## config.mk

```make
export PLATFORM = sky130hd
export DESIGN_NAME = sps_pattern_shifter
export DESIGN_NICKNAME = d
export VERILOG_FILES = /design/src/inc/sps_pkg.sv /design/src/design/sps_trig_sel.sv /design/src/design/sps_ring.sv /design/src/design/sps_pattern_shifter.sv
export VERILOG_INCLUDE_DIRS = /design/src /design/src/inc
export SDC_FILE = /design/constraint.sdc
export NUM_CORES = 1
export LEC_CHECK = 0
export ABC_AREA = 1
export ABC_CLOCK_PERIOD_IN_PS = 2800
export BUFFER_PORTS_ARGS = -buffer_cell sky130_fd_sc_hd__buf_2
export CAP_MARGIN = 20
export CORE_ASPECT_RATIO = 1.5
export CORE_UTILIZATION = 55
export CTS_CLUSTER_SIZE = 10
export DETAILED_ROUTE_END_ITERATION = 7
export HOLD_SLACK_MARGIN = 0.15
export PLACE_DENSITY = 0.86
export SLEW_MARGIN = 30
export SYNTH_ARGS = -nofsm -noshare
export SYNTH_HDL_FRONTEND = slang
export SYNTH_SLANG_ARGS = --single-unit
export TNS_END_PERCENT = 10
```

## constraint.sdc

```tcl
create_clock -name aclk -period 2.8 [get_ports aclk]
set_clock_uncertainty 0.1 [all_clocks]
set_input_delay 0.14 -clock aclk [delete_from_list [all_inputs] [get_ports aclk]]
set_output_delay 0.14 -clock aclk [all_outputs]
set_load 0.005 [all_outputs]
```

## src/inc/sps_cfg.svh

```systemverilog
/*
 Register offsets, field positions and reset values of the stepper pattern shifter.
 Assumes a 32-bit AXI4-Lite slave with byte addresses and one register per word.
*/
`ifndef SPS_CFG_SVH
`define SPS_CFG_SVH

`define SPS_ADDR_W        8
`define SPS_OFS_PCTRL     8'h00
`define SPS_OFS_FFCTRL    8'h04
`define SPS_OFS_TRGCTRL   8'h08
`define SPS_OFS_STATUS    8'h0C
`define SPS_OFS_PZERO     8'h4C

`define SPS_PCTRL_MODE_LO 0
`define SPS_PCTRL_MODE_HI 1
`define SPS_PCTRL_REV     2
`define SPS_MODE_ONE_TWO  2'h3

`define SPS_FF_SRC        0
`define SPS_FF_INV_EN     1

`define SPS_TRG_T4_A      0
`define SPS_TRG_T4_B      1
`define SPS_TRG_T5        2
`define SPS_TRG_SRC_LO    4
`define SPS_TRG_SRC_HI    5

`define SPS_ST_LATCH_LO   0
`define SPS_ST_LATCH_HI   3
`define SPS_ST_TMODE_LO   4
`define SPS_ST_TMODE_HI   5
`define SPS_ST_CNT_LO     8
`define SPS_ST_CNT_HI     15

`define SPS_PZ_LATCH_LO   4
`define SPS_PZ_LATCH_HI   7
`define SPS_PZ_ALT_LO     0
`define SPS_PZ_ALT_HI     3

`define SPS_RST_NIBBLE    4'h0
`define SPS_RST_BYTE      8'h00
`define SPS_RESP_OKAY     2'h0
`define SPS_RESP_SLVERR   2'h2

`endif

```

## src/inc/sps_pkg.sv

```systemverilog
/*
 Types of the stepper pattern shifter.
 Assumes sps_cfg.svh is on the include path.
*/
package sps_pkg;

   typedef enum logic [1:0] {
      SPS_TM_8BIT,
      SPS_TM_16BIT,
      SPS_TM_PPG,
      SPS_TM_PWM
   } sps_tmode_e;

   typedef enum logic [1:0] {
      SPS_SRC_T8,
      SPS_SRC_T4,
      SPS_SRC_T5,
      SPS_SRC_NONE
   } sps_src_e;

   typedef struct packed {
      logic eq_cmp0;
      logic eq_cmp1;
      logic eq_cmp16;
      logic t4_eq_second;
      logic t5_eq_second;
   } sps_tmr_ev_s;

   typedef struct packed {
      logic toggle_src;
      logic invert_en;
      logic t4_en_a;
      logic t4_en_b;
      logic t5_en;
   } sps_trg_cfg_s;

endpackage

```

## src/design/sps_trig_sel.sv

```systemverilog
/*
 Picks the pattern shift trigger from the timer match events and yields one
 pulse per rising edge of it. Assumes match events come from logic on aclk.
*/
module sps_trig_sel (
   input  wire logic                 aclk,
   input  wire logic                 aresetn,
   input  wire sps_pkg::sps_tmode_e  timer_mode,
   input  wire sps_pkg::sps_src_e    src,
   input  wire sps_pkg::sps_trg_cfg_s cfg,
   input  wire sps_pkg::sps_tmr_ev_s ev,
   output logic                      step
);

   logic trig;
   logic t8_trig;
   logic trig_ff;

   // Same selection as the flip-flop toggle trigger
   always_comb begin
      case (timer_mode)
         sps_pkg::SPS_TM_8BIT:  t8_trig = cfg.toggle_src ? ev.eq_cmp1 : ev.eq_cmp0;
         sps_pkg::SPS_TM_16BIT: t8_trig = ev.eq_cmp16;
         sps_pkg::SPS_TM_PPG:   t8_trig = ev.eq_cmp1;
         sps_pkg::SPS_TM_PWM:   t8_trig = 1'b0;
         default:               t8_trig = 1'b0;
      endcase
   end

   always_comb begin
      case (src)
         sps_pkg::SPS_SRC_T8: trig = t8_trig & cfg.invert_en;
         sps_pkg::SPS_SRC_T4: trig = (cfg.t4_en_a | cfg.t4_en_b) & ev.t4_eq_second;
         sps_pkg::SPS_SRC_T5: trig = cfg.t5_en & ev.t5_eq_second;
         default:             trig = 1'b0;
      endcase
   end

   always_ff @(posedge aclk) begin
      if (!aresetn) begin
         trig_ff <= 1'b0;
      end else begin
         trig_ff <= trig;
      end
   end

   // Rising edge only
   assign step = trig & ~trig_ff;

endmodule

```

## src/design/sps_ring.sv

```systemverilog
/*
 Output latch and shift alternate register of channel zero, rotated as one
 interleaved ring or as the latch alone. Assumes one step pulse per trigger edge.
*/
`include "sps_cfg.svh"
module sps_ring (
   input  wire logic       aclk,
   input  wire logic       aresetn,
   input  wire logic       load,
   input  wire logic [7:0] load_data,
   input  wire logic       step,
   input  wire logic       one_two,
   input  wire logic       reverse,
   output logic      [3:0] latch_ff,
   output logic      [3:0] alt_ff
);

   logic [7:0] ring;
   logic [7:0] nxt_ring;
   logic [3:0] nxt_latch;

   // Ring order: latch3 alt3 latch2 alt2 latch1 alt1 latch0 alt0
   for (genvar i = 0; i < 4; i++) begin : g_ilv
      assign ring[2*i+1] = latch_ff[i];
      assign ring[2*i]   = alt_ff[i];
   end

   always_comb begin
      if (reverse) begin
         nxt_ring  = {ring[0], ring[7:1]};
         nxt_latch = {latch_ff[0], latch_ff[3:1]};
      end else begin
         nxt_ring  = {ring[6:0], ring[7]};
         nxt_latch = {latch_ff[2:0], latch_ff[3]};
      end
   end

   always_ff @(posedge aclk) begin
      if (!aresetn) begin
         latch_ff <= `SPS_RST_NIBBLE;
         alt_ff   <= `SPS_RST_NIBBLE;
      end else if (load) begin
         latch_ff <= load_data[`SPS_PZ_LATCH_HI:`SPS_PZ_LATCH_LO];
         alt_ff   <= load_data[`SPS_PZ_ALT_HI:`SPS_PZ_ALT_LO];
      end else if (step && one_two) begin
         latch_ff <= {nxt_ring[7], nxt_ring[5], nxt_ring[3], nxt_ring[1]};
         alt_ff   <= {nxt_ring[6], nxt_ring[4], nxt_ring[2], nxt_ring[0]};
      end else if (step) begin
         latch_ff <= nxt_latch;
      end
      // No step: hold
   end

endmodule

```

## src/design/sps_pattern_shifter.sv

```systemverilog
/*
 Channel zero stepping-motor pattern shifter with an AXI4-Lite register slave.
 Assumes timer match events and timer mode come from logic on aclk, and that
 a motor driver sits on pattern_pins.
*/
// The AXI4-Lite interface to the registers and the register offsets were decided locally.
`include "sps_cfg.svh"
module sps_pattern_shifter (
   input  wire logic                  aclk,
   input  wire logic                  aresetn,
   input  wire logic [`SPS_ADDR_W-1:0] s_axi_awaddr,
   input  wire logic [2:0]            s_axi_awprot,
   input  wire logic                  s_axi_awvalid,
   output logic                       s_axi_awready,
   input  wire logic [31:0]           s_axi_wdata,
   input  wire logic [3:0]            s_axi_wstrb,
   input  wire logic                  s_axi_wvalid,
   output logic                       s_axi_wready,
   output logic [1:0]                 s_axi_bresp,
   output logic                       s_axi_bvalid,
   input  wire logic                  s_axi_bready,
   input  wire logic [`SPS_ADDR_W-1:0] s_axi_araddr,
   input  wire logic [2:0]            s_axi_arprot,
   input  wire logic                  s_axi_arvalid,
   output logic                       s_axi_arready,
   output logic [31:0]                s_axi_rdata,
   output logic [1:0]                 s_axi_rresp,
   output logic                       s_axi_rvalid,
   input  wire logic                  s_axi_rready,
   input  wire sps_pkg::sps_tmode_e   timer_mode,
   input  wire sps_pkg::sps_tmr_ev_s  timer_ev,
   output logic [3:0]                 pattern_pins
);

   // Write channel state
   logic                   aw_have_ff;
   logic                   w_have_ff;
   logic [`SPS_ADDR_W-1:0] awaddr_ff;
   logic [31:0]            wdata_ff;
   logic [3:0]             wstrb_ff;
   logic                   bvalid_ff;
   logic [1:0]             bresp_ff;

   // Read channel state
   logic                   rvalid_ff;
   logic [31:0]            rdata_ff;
   logic [1:0]             rresp_ff;

   // Control registers
   logic [1:0]             exc_mode_ff;
   logic                   reverse_dir_ch0_ff;
   logic                   toggle_src_ff;
   logic                   invert_en_ff;
   logic                   t4_trigger_enable_a_ff;
   logic                   t4_trigger_enable_b_ff;
   logic                   t5_trigger_enable_ff;
   logic [1:0]             trg_src_ff;
   logic [7:0]             step_cnt_ff;

   // Internal nets
   logic                   aw_take;
   logic                   w_take;
   logic                   aw_ok;
   logic                   w_ok;
   logic                   wr_fire;
   logic [`SPS_ADDR_W-1:0] wr_addr;
   logic [31:0]            wr_data;
   logic [3:0]             wr_strb;
   logic                   wr_mapped;
   logic                   rd_take;
   logic                   rd_mapped;
   logic [31:0]            rd_word;
   logic                   pz_load;
   logic                   pctrl_we;
   logic                   ffctrl_we;
   logic                   trgctl_we;
   logic                   cnt_clr;
   logic                   step;
   logic                   one_two;
   logic [3:0]             latch;
   logic [3:0]             alt;
   sps_pkg::sps_trg_cfg_s  trg_cfg;
   sps_pkg::sps_src_e      trg_src;

   // Address and data may come in either order
   assign s_axi_awready = ~aw_have_ff & ~bvalid_ff;
   assign s_axi_wready  = ~w_have_ff & ~bvalid_ff;
   assign aw_take       = s_axi_awvalid & s_axi_awready;
   assign w_take        = s_axi_wvalid & s_axi_wready;
   assign aw_ok         = aw_have_ff | aw_take;
   assign w_ok          = w_have_ff | w_take;
   assign wr_fire       = aw_ok & w_ok & ~bvalid_ff;
   assign wr_addr       = aw_have_ff ? awaddr_ff : s_axi_awaddr;
   assign wr_data       = w_have_ff ? wdata_ff : s_axi_wdata;
   assign wr_strb       = w_have_ff ? wstrb_ff : s_axi_wstrb;

   always_ff @(posedge aclk) begin
      if (!aresetn) begin
         aw_have_ff <= 1'b0;
      end else if (wr_fire) begin
         aw_have_ff <= 1'b0;
      end else if (aw_take) begin
         aw_have_ff <= 1'b1;
      end
   end

   always_ff @(posedge aclk) begin
      if (!aresetn) begin
         awaddr_ff <= `SPS_RST_BYTE;
      end else if (aw_take) begin
         awaddr_ff <= s_axi_awaddr;
      end
   end

   always_ff @(posedge aclk) begin
      if (!aresetn) begin
         w_have_ff <= 1'b0;
      end else if (wr_fire) begin
         w_have_ff <= 1'b0;
      end else if (w_take) begin
         w_have_ff <= 1'b1;
      end
   end

   always_ff @(posedge aclk) begin
      if (!aresetn) begin
         wdata_ff <= 32'h00000000;
         wstrb_ff <= 4'h0;
      end else if (w_take) begin
         wdata_ff <= s_axi_wdata;
         wstrb_ff <= s_axi_wstrb;
      end
   end

   always_comb begin
      case (wr_addr)
         `SPS_OFS_PCTRL,
         `SPS_OFS_FFCTRL,
         `SPS_OFS_TRGCTRL,
         `SPS_OFS_STATUS,
         `SPS_OFS_PZERO: wr_mapped = 1'b1;
         default:        wr_mapped = 1'b0;
      endcase
   end

   // Write response stands until bready
   always_ff @(posedge aclk) begin
      if (!aresetn) begin
         bvalid_ff <= 1'b0;
      end else if (wr_fire) begin
         bvalid_ff <= 1'b1;
      end else if (s_axi_bready) begin
         bvalid_ff <= 1'b0;
      end
   end

   always_ff @(posedge aclk) begin
      if (!aresetn) begin
         bresp_ff <= `SPS_RESP_OKAY;
      end else if (wr_fire) begin
         bresp_ff <= wr_mapped ? `SPS_RESP_OKAY : `SPS_RESP_SLVERR;
      end
   end

   assign s_axi_bvalid = bvalid_ff;
   assign s_axi_bresp  = bresp_ff;

   // Pattern control register
   always_ff @(posedge aclk) begin
      if (!aresetn) begin
         exc_mode_ff        <= 2'h0;
         reverse_dir_ch0_ff <= 1'b0;
      end else if (pctrl_we) begin
         exc_mode_ff        <= wr_data[`SPS_PCTRL_MODE_HI:`SPS_PCTRL_MODE_LO];
         reverse_dir_ch0_ff <= wr_data[`SPS_PCTRL_REV];
      end
   end

   // Flip-flop control register
   always_ff @(posedge aclk) begin
      if (!aresetn) begin
         toggle_src_ff <= 1'b0;
         invert_en_ff  <= 1'b0;
      end else if (ffctrl_we) begin
         toggle_src_ff <= wr_data[`SPS_FF_SRC];
         invert_en_ff  <= wr_data[`SPS_FF_INV_EN];
      end
   end

   // Trigger control register
   always_ff @(posedge aclk) begin
      if (!aresetn) begin
         t4_trigger_enable_a_ff <= 1'b0;
         t4_trigger_enable_b_ff <= 1'b0;
         t5_trigger_enable_ff   <= 1'b0;
         trg_src_ff             <= 2'h0;
      end else if (trgctl_we) begin
         t4_trigger_enable_a_ff <= wr_data[`SPS_TRG_T4_A];
         t4_trigger_enable_b_ff <= wr_data[`SPS_TRG_T4_B];
         t5_trigger_enable_ff   <= wr_data[`SPS_TRG_T5];
         trg_src_ff             <= wr_data[`SPS_TRG_SRC_HI:`SPS_TRG_SRC_LO];
      end
   end

   // One write strobe per register; pattern write loads latch and alternate
   always_comb begin
      pctrl_we  = 1'b0;
      ffctrl_we = 1'b0;
      trgctl_we = 1'b0;
      cnt_clr   = 1'b0;
      pz_load   = 1'b0;
      if (wr_fire) begin
         case (wr_addr)
            `SPS_OFS_PCTRL: begin
               pctrl_we = wr_strb[0];
            end
            `SPS_OFS_FFCTRL: begin
               ffctrl_we = wr_strb[0];
            end
            `SPS_OFS_TRGCTRL: begin
               trgctl_we = wr_strb[0];
            end
            `SPS_OFS_STATUS: begin
               cnt_clr = wr_strb[1];
            end
            `SPS_OFS_PZERO: begin
               pz_load = wr_strb[0];
            end
            default: begin
               pz_load = 1'b0;
            end
         endcase
      end
   end

   // Count of applied shifts, shown in status
   always_ff @(posedge aclk) begin
      if (!aresetn) begin
         step_cnt_ff <= `SPS_RST_BYTE;
      end else if (cnt_clr) begin
         step_cnt_ff <= `SPS_RST_BYTE;
      end else if (step && !pz_load) begin
         step_cnt_ff <= step_cnt_ff + 8'h01;
      end
   end

   // Trigger selection
   assign trg_cfg.toggle_src = toggle_src_ff;
   assign trg_cfg.invert_en  = invert_en_ff;
   assign trg_cfg.t4_en_a    = t4_trigger_enable_a_ff;
   assign trg_cfg.t4_en_b    = t4_trigger_enable_b_ff;
   assign trg_cfg.t5_en      = t5_trigger_enable_ff;
   assign trg_src            = sps_pkg::sps_src_e'(trg_src_ff);

   sps_trig_sel u_trig (
      .aclk       (aclk),
      .aresetn    (aresetn),
      .timer_mode (timer_mode),
      .src        (trg_src),
      .cfg        (trg_cfg),
      .ev         (timer_ev),
      .step       (step)
   );

   // Ring shifter
   assign one_two = (exc_mode_ff == `SPS_MODE_ONE_TWO);

   sps_ring u_ring (
      .aclk      (aclk),
      .aresetn   (aresetn),
      .load      (pz_load),
      .load_data (wr_data[7:0]),
      .step      (step),
      .one_two   (one_two),
      .reverse   (reverse_dir_ch0_ff),
      .latch_ff  (latch),
      .alt_ff    (alt)
   );

   // Pins follow the latch directly
   assign pattern_pins = latch;

   // Read decode
   always_comb begin
      rd_word   = 32'h00000000;
      rd_mapped = 1'b1;
      case (s_axi_araddr)
         `SPS_OFS_PCTRL: begin
            rd_word[`SPS_PCTRL_MODE_HI:`SPS_PCTRL_MODE_LO] = exc_mode_ff;
            rd_word[`SPS_PCTRL_REV]                        = reverse_dir_ch0_ff;
         end
         `SPS_OFS_FFCTRL: begin
            rd_word[`SPS_FF_SRC]    = toggle_src_ff;
            rd_word[`SPS_FF_INV_EN] = invert_en_ff;
         end
         `SPS_OFS_TRGCTRL: begin
            rd_word[`SPS_TRG_T4_A]                     = t4_trigger_enable_a_ff;
            rd_word[`SPS_TRG_T4_B]                     = t4_trigger_enable_b_ff;
            rd_word[`SPS_TRG_T5]                       = t5_trigger_enable_ff;
            rd_word[`SPS_TRG_SRC_HI:`SPS_TRG_SRC_LO]   = trg_src_ff;
         end
         `SPS_OFS_STATUS: begin
            rd_word[`SPS_ST_LATCH_HI:`SPS_ST_LATCH_LO] = latch;
            rd_word[`SPS_ST_TMODE_HI:`SPS_ST_TMODE_LO] = timer_mode;
            rd_word[`SPS_ST_CNT_HI:`SPS_ST_CNT_LO]     = step_cnt_ff;
         end
         `SPS_OFS_PZERO: begin
            // Latch nibble is write-only and reads zero
            rd_word[`SPS_PZ_ALT_HI:`SPS_PZ_ALT_LO] = alt;
         end
         default: begin
            rd_mapped = 1'b0;
         end
      endcase
   end

   // Read channel
   assign s_axi_arready = ~rvalid_ff;
   assign rd_take       = s_axi_arvalid & s_axi_arready;

   always_ff @(posedge aclk) begin
      if (!aresetn) begin
         rvalid_ff <= 1'b0;
      end else if (rd_take) begin
         rvalid_ff <= 1'b1;
      end else if (s_axi_rready) begin
         rvalid_ff <= 1'b0;
      end
   end

   always_ff @(posedge aclk) begin
      if (!aresetn) begin
         rdata_ff <= 32'h00000000;
         rresp_ff <= `SPS_RESP_OKAY;
      end else if (rd_take) begin
         rdata_ff <= rd_word;
         rresp_ff <= rd_mapped ? `SPS_RESP_OKAY : `SPS_RESP_SLVERR;
      end
   end

   assign s_axi_rvalid = rvalid_ff;
   assign s_axi_rdata  = rdata_ff;
   assign s_axi_rresp  = rresp_ff;

endmodule

```

Yosys cells after proc, flatten, opt, wreduce, memory -nomap -nowiden
Cells that the tools add are included.

storage, ports and cells
  register bits after elaboration = 67
  input bits = 72
  output and inout port bits = 45
  logic and storage cells = 108

cells by class
  $add $sub $neg = 1
  equal/unequal tests = 14
  muxes and demuxes = 36
  bitwise logic cells = 20
  reduce and logical (&&, ||, !) cells = 15

operator list
  operator             count
  $eq 8x4->1 const B   4
  $mux 8               4
  $mux 4               6
  $mux 1               17
  $eq 8x3->1 const B   2
  $eq 8x7->1 const B   2
  $logic_not 8->1      2
  $and 1x1->1          11
  $pmux 2 s5           1
  $reduce_or 5->1      2
  $add 8x1->8 const B  1
  $eq 2x2->1 const B   4
  $pmux 1 s4           2
  $mux 2               3
  $not 1->1            6
  $reduce_bool 2->1    3
  $eq 2x1->1 const B   2
  $logic_not 2->1      2
  $pmux 2 s2           1
  $reduce_or 2->1      2
  $or 1x1->1           3
  $pmux 1 s3           1
  $reduce_bool 3->1    1
  $logic_and 1x1->1    2
  other kinds (2)      2

Longest topological paths before layout
Gate-level depths: netlist (run 1).

  depth in word-level cells = 9
  gate-level depth with buffers = 13
  depth with buffers taken out = 12

By module
A second synthesis (run 1) with hierarchy kept.

unflattened totals
  cell total of the unflattened synthesis = 557
  area, all modules = 3567.2 sq um

modules (own cells, without submodules)
  module               times used  cells each  area each (sq um)  seq. area each (sq um)
  sps_pattern_shifter  1           429         2866.5             1121.1
  sps_ring             1           98          563.0              160.2
  sps_trig_sel         1           30          137.6              20.0

Worst setup path before layout (run 1)
Ideal clock, no wire load.

  kind = register to register
  start = register aw_have_ff
  end = register u_ring.alt_ff[1]
  library setup time = 0.132 ns
  data arrival time = 1.330 ns
  data required time = 2.568 ns
  slack = 1.238 ns
  cell stages (with the launch flop) = 12
  path buffers = 3
  period minus slack after synthesis = 1.562 ns
  cells stage by stage = dfxtp_1 > buf_6 > o21a_1 > nand2_2 > nor2_2 > buf_6 > nand3_2 > buf_6 > nand2_1 > nor2_1 > nor2_1 > a21oi_1

on the way
  cells in the longest elaborated chain, start to end = 8
  elaborated cells on any way between the ends = 12
  classes of those cells = 1 x eq/ne; 4 x mux; 6 x bitwise; 1 x reduce/logical

RTL lines
  element                                             line                        source
  start, declared                                     sps_pattern_shifter.sv:36   logic aw_have_ff;
  start signal, assigned                              sps_pattern_shifter.sv:99   aw_have_ff <= 1'b0;
  start signal, assigned                              sps_pattern_shifter.sv:101  aw_have_ff <= 1'b0;
  start signal, assigned                              sps_pattern_shifter.sv:103  aw_have_ff <= 1'b1;
  $not 1->1                                           sps_pattern_shifter.sv:86   assign s_axi_awready = ~aw_have_ff & ~bvalid_ff;
  $and 1x1->1                                         sps_pattern_shifter.sv:86
  $and 1x1->1                                         sps_pattern_shifter.sv:88   assign aw_take = s_axi_awvalid & s_axi_awready;
  $or 1x1->1                                          sps_pattern_shifter.sv:90   assign aw_ok = aw_have_ff | aw_take;
  $and 1x1->1 (2 in series)                           sps_pattern_shifter.sv:92   assign wr_fire = aw_ok & w_ok & ~bvalid_ff;
  $mux 1 *                                            sps_pattern_shifter.sv:212  if (wr_fire) begin
  $mux 4 / $reduce_bool 2->1 (equally long branches)  --
  end signal, assigned                                sps_ring.sv:41              alt_ff <= `SPS_RST_NIBBLE;
  end signal, assigned                                sps_ring.sv:44              alt_ff <= load_data[`SPS_PZ_ALT_HI:`SPS_PZ_ALT_LO];
  end signal, assigned                                sps_ring.sv:47              alt_ff <= {nxt_ring[6], nxt_ring[4], nxt_ring[2], nxt_ring[0]};
  end, declared                                       sps_ring.sv:15              output logic [3:0] alt_ff

Mark *: on every way between the ends. The rest lies on a longest branch, timed or not.
A chain may end at the register's enable or synchronous reset.

Final worst setup path (run 1)
  start = register w_have_ff
  end = register u_ring.alt_ff[2]

on the way
  cells in the longest elaborated chain, start to end = 8
  elaborated cells on any way between the ends = 12
  classes of those cells = 5 x mux; 6 x bitwise; 1 x reduce/logical

RTL lines
  element                                             line                        source
  start, declared                                     sps_pattern_shifter.sv:37   logic w_have_ff;
  start signal, assigned                              sps_pattern_shifter.sv:117  w_have_ff <= 1'b0;
  start signal, assigned                              sps_pattern_shifter.sv:119  w_have_ff <= 1'b0;
  start signal, assigned                              sps_pattern_shifter.sv:121  w_have_ff <= 1'b1;
  $not 1->1                                           sps_pattern_shifter.sv:87   assign s_axi_wready = ~w_have_ff & ~bvalid_ff;
  $and 1x1->1                                         sps_pattern_shifter.sv:87
  $and 1x1->1                                         sps_pattern_shifter.sv:89   assign w_take = s_axi_wvalid & s_axi_wready;
  $or 1x1->1                                          sps_pattern_shifter.sv:91   assign w_ok = w_have_ff | w_take;
  $and 1x1->1 (2 in series)                           sps_pattern_shifter.sv:92
  $mux 1                                              sps_pattern_shifter.sv:212
  $mux 4 / $reduce_bool 2->1 (equally long branches)  --

Several ways; a longest one is shown, not always the timed one.

==> metrics, run 1 <==
met3 Use GR 0.0586; Worst Path Required 2.93 ns; xor-xnor portion of the synthesized cell area 0.00725; Post-synth top cells nand2_1, nor2_1, dfxtp_1, inv_1, o21ai_0; maximum root-to-sink buffer count 2; Max VDD drop 449 uV; Vias/cell 5.16; Sw Pwr 0.000617 W; Synth Area in Compound Gates 0.156; synthesized-area fraction occupied by adder cells 0.00345; Num CTS Buffers 9; die height 101 um; detailed placer's ending HPWL 6.06 mm; Net Sw Frac 0.284; first-pass GRT wire length 14.5 mm; initial antenna violation count 0; Initial DRC Count 189; Synth Register Bits 65; global route overflow 0; Synth Cell Area 3620 sq um; Die ar. 6930 sq um; clock share of power 0.367; cells along the critical path inv_2, o21ai_2, nand2_2, nor2_2, nand3_2, nand2_1, inv_1, nand2_1, a21oi_1; initial core utilization 0.579; Startpoint Class register; kind of critical path register to register; drt total wl 8.72 mm; yosys warns 0; vias in the first global route 3528; Fill cells 535; Syn-to-layout area delta 20.5%; minimum clock period 2.25 ns; total number of vias 3702; part of the power in registers 0.467; Power Internal 0.00155 W; CTS tree yes; multiplexer area fraction after synthesis 0; antenna cells 0; Worst-path clk slew 0.07 ns; clock root buffer clkbuf_8; Area contributors post-synth dfxtp_1, nand2_1, nor2_1; Register Area 1300 sq um; Yosys top cell area share 0.359; Hold Path Class input pin to register; Mapped Cells 550; asr flop ratio synth 0; Main synth FF type dfxtp_1; CP max-delay cell dfxtp_1; grt peak-use layer met2; Worst setup EP type register; CP arrival 2.38 ns; multi-input logic area 1910 sq um; Slew HR 0.604; Final ANT Viol Nets 0; max-cap viol count 0; syn avg cell area 6.59 sq um; gpl congestion 0.902; most numerous cell in the Yosys netlist nand2_1; Total GRT Usage 0.277; fin. max-slew vios 0; final setup vio count 0; final setup TNS 0 ns; latest clock arrival within the worst-skew pair 0.35 ns; worst slew pin tran 0.591 ns; # DRC 0; PwrDens 497 nW/um^2; fmax 444 MHz; Yosys cell types 37; CP most frequent cell nand2_1; core area 6260 sq um; final core utilization 0.697; met2 Resource Use GR 0.524; unrepaired setup endpoints after global routing false; fin crit share 0.805; status finished clean; layout cells sized above 1 0.175; grt met1 use 0.268; Avg WL per Cell 12.2 um; CTS H-Tree Depth 3; clock sink count 65; IO buf count 64; crit-path max cell delay 0.61 ns; Setup Fix Bufs, Post-CTS 0; top cell type by total area after synthesis dfxtp_1; Post-synth EDFFs 0; Fin. Hold Viols 0; leakage 2.03 nW; Synth Area in Simple Gates 0.338; TritonRoute pass-1 iters 5; IO Count 117; Comb pwr share 0.167; Die Span X 68.3 um; largest family of logic cells by synthesized area simple AND/OR/NAND/NOR gates; part of the Yosys area used for sequential elements 0.359; final net count 712; Max FO, Critical Path 15; largest net degree at the start of global routing 43; Cell Rows 35
## cells in the final DEF (no fill, tap or decap), types with 2 or more instances in the layout
cell             n
nand2_1        129
nor2_1          73
dfxtp_1         65
buf_2           64
inv_1           59
o21ai_0         45
a21oi_1         44
nand3_1         31
dlygate4sd3_1   28
conb_1          20
clkbuf_8        10
nand2_2          9
inv_2            6
o21a_1           6
nand4_1          6
o21ai_1          4
or2_2            4
nor3_1           4
and2_1           3
o211ai_1         3
buf_4            3
nor3_2           2
o21ai_2          2
nand3b_1         2
nor2_4           2
nor2_8           2
xor2_1           2
clkinv_2         2
clkinvlp_4       2
## cells by family (layout without fill, tap and decap cells)
family	count (synthesis)	after routing
adder cells (fa/ha/maj)	1	1
XOR/XNOR	3	3
AND/OR/NAND/NOR	272	272
buffers and inverters	102	177
flip-flops	65	65
AO/OA/AOI/OAI	106	106
other	1	20
## worst paths after layout
path                             startpoint                       endpoint  cells past startpoint  slack, ns
hold / removal              s_axi_araddr[3]    s_axi_rdata[0]$_SDFFE_PN0P_                      6       0.17
setup / recovery     w_have_ff$_SDFFE_PP0P_  u_ring.alt_ff[2]$_SDFFE_PN0P_                      9       0.55
hold reg to reg   awaddr_ff[1]$_SDFFE_PN0P_      awaddr_ff[1]$_SDFFE_PN0P_                      2       0.36
setup reg to reg     w_have_ff$_SDFFE_PP0P_  u_ring.alt_ff[2]$_SDFFE_PN0P_                      9       0.55
## power groups by stage
stage,sequential (W),clock [W],combinational [W]
2_1_floorplan,0.00102,0,0.000256
3_3_place_gp,0.00103,0,0.000314
3_5_place_dp,0.00103,0,0.000325
4_1_cts,0.00101,0.000795,0.000357
5_1_grt,0.00102,0.000836,0.000411
6_report,0.00101,0.000795,0.000362
## stage by stage
step                      std cells  power, W  worst slack [ns]  hold WS, ns  cell area, sq um
after detailed placement        674   0.00136             0.590        0.252              3890
after global placement          674   0.00135             0.647        0.241              3890
after global routing            718   0.00227             0.302        0.200              4370
after floorplan                 569   0.00128              1.24        0.143              3700
after CTS                       718   0.00216             0.557        0.163              4370
final                           718   0.00217             0.547        0.171              4370
## critical path, delay by kind of cell (launching register included)
kind / cells / cell delay, ns
AOI/OAI and AO/OA: 2 / 0.18
buffers and inverters: 2 / 0.24
DFF: 1 / 0.61
and+or+nand+nor: 5 / 1.01
## cell type report
type                       count  area share
clock buffer                  11      0.0324
clock inverter                 5      0.0126
inverter                      66      0.0567
multi-input combinational    402       0.436
sequential                    65       0.298
tap                           74      0.0212
timing repair buffer          95       0.143
## flip-flops by register name (all words and copies together) (netlist names), 2 cells and up
signal	flops
trg_src	2
awaddr_ff	8
exc_mode_ff	2
wdata_ff	8
s_axi_rdata	14
wstrb_ff	2
step_cnt_ff	8
u_ring.latch_ff	4
u_ring.alt_ff	4
## routing by layer
| metal | vias up | wire length [um] |
|---|---|---|
| li1 | 1894 | - |
| met1 | 1661 | 3420 |
| met2 | 124 | 4720 |
| met3 | 23 | 350 |
| met4 | 0 | 238 |
| met5 | - | 0 |
## timing repair
action | in CTS | in global routing
hold endpoints to repair | 32 | 0
resized for setup | 0 | 0
hold buffers | 28 | 0
Power figures use the tool's default switching activity.
==> run 2, diff against run 1 <==
Settings changed: ABC_AREA 1 to 0, ABC_CLOCK_PERIOD_IN_PS 2800 to 2000, CORE_UTILIZATION 55 to 45, PLACE_DENSITY 0.86 to 0.76.
Clock period 2.8 ns to 2 ns, I/O delays scaled along.
==> metrics, run 2 <==
Top Layer Used met4 (unchanged); TritonRoute pass-1 iters 5 (unchanged); Fill cells 562 (was 535); Total GRT Usage 0.256 (was 0.277); Synth Cell Area 3280 sq um (was 3620 sq um); Yosys cell types 47 (was 37); Post-synth EDFFs 0 (unchanged); Max FO, Critical Path 6 (was 15); Vias/cell 5.67 (was 5.16); cells along the critical path or3b_1, a211o_1, a211o_4, or4_4, a21oi_2 (was inv_2, o21ai_2, nand2_2, nor2_2, nand3_2, nand2_1, inv_1, nand2_1, a21oi_1); CTS H-Tree Depth 3 (unchanged); failing checks negative setup slack; Reg2Reg Setup Slack -0.16 ns (was 0.55 ns); leakage 1.92 nW (was 2.03 nW); maximum root-to-sink buffer count 2 (unchanged); most numerous cell in the Yosys netlist dfxtp_1 (was nand2_1); Net Sw Frac 0.282 (was 0.284); Max VDD drop 508 uV (was 449 uV); asr flop ratio synth 0 (unchanged); Synth Register Bits 65 (unchanged); Die Span X 71.8 um (was 68.3 um); IO Count 117 (unchanged); max-cap viol count 0 (unchanged); CTS tree yes (unchanged); Hold Path Class input pin to register (unchanged); first-pass GRT wire length 15.1 mm (was 14.5 mm); CP startpoint toggle_src_ff$_SDFFE_PN0P_ (was w_have_ff$_SDFFE_PP0P_); reg2reg path depth 5 (was 9); yosys warns 0 (unchanged); part of the Yosys area used for sequential elements 0.396 (was 0.359); unrepaired setup endpoints after global routing true (was false); setup slack after layout -0.164 ns (was 0.547 ns); final net count 588 (was 712); initial antenna violation count 0 (unchanged); clock share of power 0.392 (was 0.367); antenna cells 0 (unchanged); Main synth FF type dfxtp_1 (unchanged); total power 0.00295 W (was 0.00217 W); Area contributors post-synth dfxtp_1, a21oi_1, mux2i_1 (was dfxtp_1, nand2_1, nor2_1); global route overflow 0 (unchanged); largest net degree at the start of global routing 24 (was 43); clock root buffer clkbuf_8 (unchanged); Startpoint Class register (unchanged); Worst setup EP type register (unchanged); final setup vio count 13 (was 0); clock sink count 65 (unchanged); top cell type by total area after synthesis dfxtp_1 (unchanged); met1 wire length 3.55 mm (was 3.42 mm); fin. max-slew vios 0 (unchanged); Syn-to-layout area delta 37.7% (was 20.5%); commonest non-fill, non-tap cell in the layout buf_2 (was nand2_1); Worst Path Required 2.18 ns (was 2.93 ns); Fin. Hold Viols 0 (unchanged); # DRC 0 (unchanged); Routed met2 length 5.14 mm (was 4.72 mm); core area 6940 sq um (was 6260 sq um); Cell Rows 37 (was 35); initial core utilization 0.473 (was 0.579); Yosys top cell area share 0.396 (was 0.359); met3 WL 465 um (was 350 um); kind of critical path register to register (unchanged); Power Internal 0.00212 W (was 0.00155 W); status finished with violations (was finished clean); Num CTS Buffers 9 (unchanged); Reg-to-Reg Start toggle_src_ff$_SDFFE_PN0P_ (was w_have_ff$_SDFFE_PP0P_); worst hold slack 0.185 ns (was 0.171 ns); latest clock arrival within the worst-skew pair 0.36 ns (was 0.35 ns); PwrDens 652 nW/um^2 (was 497 nW/um^2); CP max-delay cell or4_4 (was dfxtp_1); crit-path max cell delay 0.49 ns (was 0.61 ns); fin crit share 1.08 (was 0.805); drt total wl 9.58 mm (was 8.72 mm); max reg flops 14 (unchanged); area of placed instances 3810 sq um (was 3890 sq um); Post-synth top cells dfxtp_1, nand2_1, a21oi_1, nor2_1, buf_4 (was nand2_1, nor2_1, dfxtp_1, inv_1, o21ai_0); Worst-path clk slew 0.08 ns (was 0.07 ns); Finished Cell Area 4520 sq um (was 4370 sq um); gpl congestion 0.874 (was 0.902); detailed placer's ending HPWL 6.06 mm (about the same); layout cells sized above 1 0.302 (was 0.175); Sw Pwr 0.000831 W (was 0.000617 W); vias in the first global route 3345 (was 3528); Critical Path Sink step_cnt_ff[6]$_SDFFE_PP0P_ (was u_ring.alt_ff[2]$_SDFFE_PN0P_); Mapped Cells 391 (was 550); Final ANT Viol Nets 0 (unchanged); die height 107 um (was 101 um); minimum clock period 2.16 ns (was 2.25 ns); Avg WL per Cell 16.0 um (was 12.2 um); part of the power in registers 0.463 (was 0.467); total number of vias 3393 (was 3702); most frequent cells in the layout buf_2, dfxtp_1, nand2_1, nor2_1, a21oi_1 (was nand2_1, nor2_1, dfxtp_1, buf_2, inv_1); RR Endpoint step_cnt_ff[6]$_SDFFE_PP0P_ (was u_ring.alt_ff[2]$_SDFFE_PN0P_); syn avg cell area 8.40 sq um (was 6.59 sq um); Initial DRC Count 144 (was 189); CP arrival 2.35 ns (was 2.38 ns); fmax 462 MHz (was 444 MHz); IO buf count 64 (unchanged); Comb pwr share 0.144 (was 0.167); Die ar. 7650 sq um (was 6930 sq um)
[run 2: cell types whose count changed after synthesis, sizes merged, moves of 5 or more]
cell    before  now
inv         65   12
nor2        78   42
nand3       32    6
or3          0    5
mux2i        0   20
mux2         0    7
o21ai       51   16
mux4         0    6
or4          0    6
a22oi        0    8
a211oi       0    6
nand2      138   53
[run 2: worst max-delay path: cells and delay by family (launching register included)]
family / cells / cell delay, ns
simple gates: 2 / 0.83
compound gates: 3 / 0.82
flops: 1 / 0.33
[run 2: area by class of cell]
class | instances | area [sq um] | share of cell area
multi-input combinational | 294 | 1920 | 0.424
sequential | 65 | 1300 | 0.288
timing repair buffer | 133 | 958 | 0.212
clock buffer | 9 | 124 | 0.0274
tap | 78 | 97.6 | 0.0216
clock inverter | 7 | 76.3 | 0.0169
inverter | 12 | 45.0 | 0.00996
[run 2: worst min path at each step]
stage          depth (start not counted)  slack [ns]                     endpoint       startpoint
2_1_floorplan                          2        0.14    awaddr_ff[0]$_SDFFE_PN0P_  s_axi_awaddr[0]
3_3_place_gp                           3        0.25    awaddr_ff[4]$_SDFFE_PN0P_  s_axi_awaddr[4]
3_5_place_dp                           2        0.26    s_axi_rvalid$_SDFFE_PN0P_    s_axi_arvalid
4_1_cts                                4        0.16  s_axi_bresp[1]$_SDFFE_PN0P_    s_axi_awvalid
5_1_grt                                4        0.22     wdata_ff[6]$_SDFFE_PN0P_     s_axi_wvalid
6_report                               4        0.19     wdata_ff[6]$_SDFFE_PN0P_     s_axi_wvalid
[run 2: what timing repair did]
action / CTS / global route
pin swaps: 17 / 4
endpoints found under the setup margin: 23 / 32
hold buffers: 34 / 1
hold endpoints to repair: 39 / 1
gates cloned: 1 / 0
resized for setup: 19 / 18
buffers inserted: 1 / 0
[run 2: power by group through the flow]
stage	sequential [W]	clock, W	combinational [W]
2_1_floorplan	0.00138	0	0.000235
6_report	0.00137	0.00116	0.000426
3_5_place_dp	0.00139	0	0.000335
4_1_cts	0.00136	0.00116	0.000398
3_3_place_gp	0.00139	0	0.000330
5_1_grt	0.00137	0.00122	0.000464
[run 2: logic make-up after synthesis]
family / share of synthesized area
other: 0.00114
AO/OA/AOI/OAI: 0.195
flip-flops: 0.396
multiplexers: 0.126
buffers and inverters: 0.0857
adder cells (fa/ha/maj): 0.00381
AND/OR/NAND/NOR: 0.192
[run 2: metrics by stage]
stage,std cells,utilization,TNS (ns),setup slack (ns)
after detailed placement,545,0.549,-1.74,-0.185
final,598,0.651,-1.40,-0.164
after floorplan,410,-,-0.740,-0.110
after CTS,597,0.637,-1.83,-0.169
after global placement,545,0.549,-1.23,-0.155
after global routing,598,0.651,-1.91,-0.182
[run 2: layer usage]
layer | vias up | GRT usage
met1 | 1588 | 0.260
met5 | - | 0
met3 | 42 | 0.0414
met2 | 151 | 0.475
li1 | 1612 | -
met4 | 0 | 0.158
==> run 3, diff against run 2 <==
Settings changed: CORE_UTILIZATION 45 to 46, PLACE_DENSITY 0.76 to 0.77, SYNTH_HIERARCHICAL set to 1.
==> metrics, run 3 <==
Yosys top cell area share 0.374 (was 0.396); latest clock arrival within the worst-skew pair 0.36 ns (about the same); die height 109 um (was 107 um); fmax 453 MHz (was 462 MHz); leakage 2.02 nW (was 1.92 nW); Hold Path Class input pin to register (unchanged); setup slack after layout -0.208 ns (was -0.164 ns); Yosys cell types 66 (was 47); Worst Path Required 2.19 ns (was 2.18 ns); top cell type by total area after synthesis dfxtp_1 (unchanged); Post-Layout Cell Count 623 (was 598); Post-synth top cells dfxtp_1, nand2_1, nor2_1, nor2b_1, buf_4 (was dfxtp_1, nand2_1, a21oi_1, nor2_1, buf_4); yosys warns 6 (was 0); dpl cells 558 (was 545); layout cells sized above 1 0.277 (was 0.302); Num CTS Buffers 9 (unchanged); global route overflow 0 (unchanged); Mapped Cells 391 (unchanged); Final ANT Viol Nets 0 (unchanged); Synth Cell Area 3480 sq um (was 3280 sq um); asr flop ratio synth 0 (unchanged); Finished Cell Area 4690 sq um (was 4520 sq um); Worst-path clk slew 0.07 ns (was 0.08 ns); first-pass GRT wire length 14.3 mm (was 15.1 mm); IO Count 117 (unchanged); Cell Rows 38 (was 37); syn avg cell area 8.90 sq um (was 8.40 sq um); Vias/cell 5.18 (was 5.67); clock sink count 65 (unchanged); Syn-to-layout area delta 34.7% (was 37.7%); Fin. Hold Viols 0 (unchanged); initial antenna violation count 0 (unchanged); Die ar. 7930 sq um (was 7650 sq um); # DRC 0 (unchanged); core area 7270 sq um (was 6940 sq um); final setup vio count 15 (was 13); detailed placer's ending HPWL 6.05 mm (was 6.06 mm); failing checks negative setup slack (unchanged); worst hold slack 0.139 ns (was 0.185 ns); max-cap viol count 0 (unchanged); fin. max-slew vios 0 (unchanged); vias in the first global route 3220 (was 3345); CTS tree yes (unchanged); gpl congestion 0.836 (was 0.874); total number of vias 3225 (was 3393); unrepaired setup endpoints after global routing true (unchanged); Post-synth EDFFs 0 (unchanged); Slew HR 0.651; Max VDD drop 476 uV (was 508 uV); final net count 592 (was 588); initial core utilization 0.479 (was 0.473); Initial DRC Count 173 (was 144); Synth Register Bits 65 (unchanged); final core utilization 0.645 (was 0.651); Avg WL per Cell 14.1 um (was 16.0 um); commonest non-fill, non-tap cell in the layout buf_2 (unchanged); CTS H-Tree Depth 3 (unchanged); status finished with violations (unchanged); Area contributors post-synth dfxtp_1, nand2_1, mux2i_1 (was dfxtp_1, a21oi_1, mux2i_1); most frequent cells in the layout buf_2, dfxtp_1, nand2_1, dlygate4sd3_1, nor2_1 (was buf_2, dfxtp_1, nand2_1, nor2_1, a21oi_1); CP startpoint toggle_src_ff$_SDFFE_PN0P_ (unchanged); Total GRT Usage 0.236 (was 0.256); Reg-to-Reg Start toggle_src_ff$_SDFFE_PN0P_ (unchanged); maximum root-to-sink buffer count 2 (unchanged); antenna cells 0 (unchanged); IO buf count 64 (unchanged); fin crit share 1.10 (was 1.08); Max FO, Critical Path 4 (was 6); worst slew pin tran 0.522 ns; Startpoint Class register (unchanged); Die Span X 73.0 um (was 71.8 um); most numerous cell in the Yosys netlist dfxtp_1 (unchanged); Worst setup EP type register (unchanged); Main synth FF type dfxtp_1 (unchanged); TritonRoute pass-1 iters 4 (was 5); max reg flops 14 (unchanged); drt total wl 8.81 mm (was 9.58 mm); PwrDens 617 nW/um^2 (was 652 nW/um^2); clock root buffer clkbuf_8 (unchanged); area of placed instances 3930 sq um (was 3810 sq um); largest net degree at the start of global routing 27 (was 24); hold_sp s_axi_awvalid (was s_axi_wvalid); total power 0.00289 W (was 0.00295 W); kind of critical path register to register (unchanged); part of the Yosys area used for sequential elements 0.374 (was 0.396); CP arrival 2.40 ns (was 2.35 ns); minimum clock period 2.21 ns (was 2.16 ns)
run 3: cell count changes in the layout (fill, tap and decap cells not counted), moves of 7 or more:
cell	before	now
o21ai_0	11	18
buf_4	30	18
nor2b_1	0	23
nor2_1	42	24
a21boi_0	2	19
dlygate4sd3_1	35	48
a21oi_1	39	4
run 3: final timing paths:
check,slack (ns),depth (start not counted),to
min,0.14,4,aw_have_ff$_SDFFE_PP0P_
min reg2reg,0.35,2,s_axi_rdata[2]$_SDFFE_PN0P_
max,-0.21,7,step_cnt_ff[6]$_SDFFE_PP0P_
max reg2reg,-0.21,7,step_cnt_ff[6]$_SDFFE_PP0P_
run 3: metrics by stage:
step / worst slack, ns / TNS [ns]
after global routing: -0.291 / -3.30
after floorplan: -0.200 / -0.506
after CTS: -0.154 / -0.689
after global placement: -0.102 / -0.415
final: -0.208 / -1.57
after detailed placement: -0.183 / -1.13
run 3: cell type report:
cell class / count / area [sq um]
flip-flops and latches: 65 / 1310
well taps: 100 / 125
clock buffers: 12 / 165
clock inverters: 3 / 15.0
inverters: 9 / 33.8
multi-input cells: 301 / 2060
fillers: 581 / 2580
repair buffers: 133 / 980
run 3: repair_timing:
item / 4_1_cts / 5_1_grt
hold endpoints to repair: 47 / 1
endpoints found under the setup margin: 16 / 41
hold buffers: 48 / 1
pin swaps: 3 / 1
buffers inserted: 1 / 0
resized for setup: 5 / 15
run 3: logic make-up after synthesis:
logic type	count (synthesis)	share of synthesized area
mux	31	0.0996
compound gates	94	0.202
other cells	1	0.00108
xor+xnor	6	0.0151
flops	65	0.374
buf+inv	44	0.0784
fa+ha+maj	1	0.00359
simple gates	149	0.227
run 3: layer usage:
layer / wire (um) / vias up / track usage
met1: 3430 / 1511 / 0.243
met5: 0 / - / 0
met3: 336 / 25 / 0.0568
li1: - / 1599 / -
met2: 4760 / 90 / 0.431
met4: 280 / 0 / 0.123
run 3: where the power goes:
part | internal, W | switching [W] | total [W]
clock network | 0.000538 | 0.000496 | 0.00103
registers | 0.00134 | 0.0000387 | 0.00138
logic | 0.000245 | 0.000234 | 0.000479
run 3: critical path: stages, from the launching register on:
cell and delay [ns]:
dfxtp_2 0.32, or3b_1 0.34, a21o_1 0.20, a221oi_4 0.38, nand2_2 0.11, a31o_4 0.22, or3_1 0.34, a21oi_2 0.14
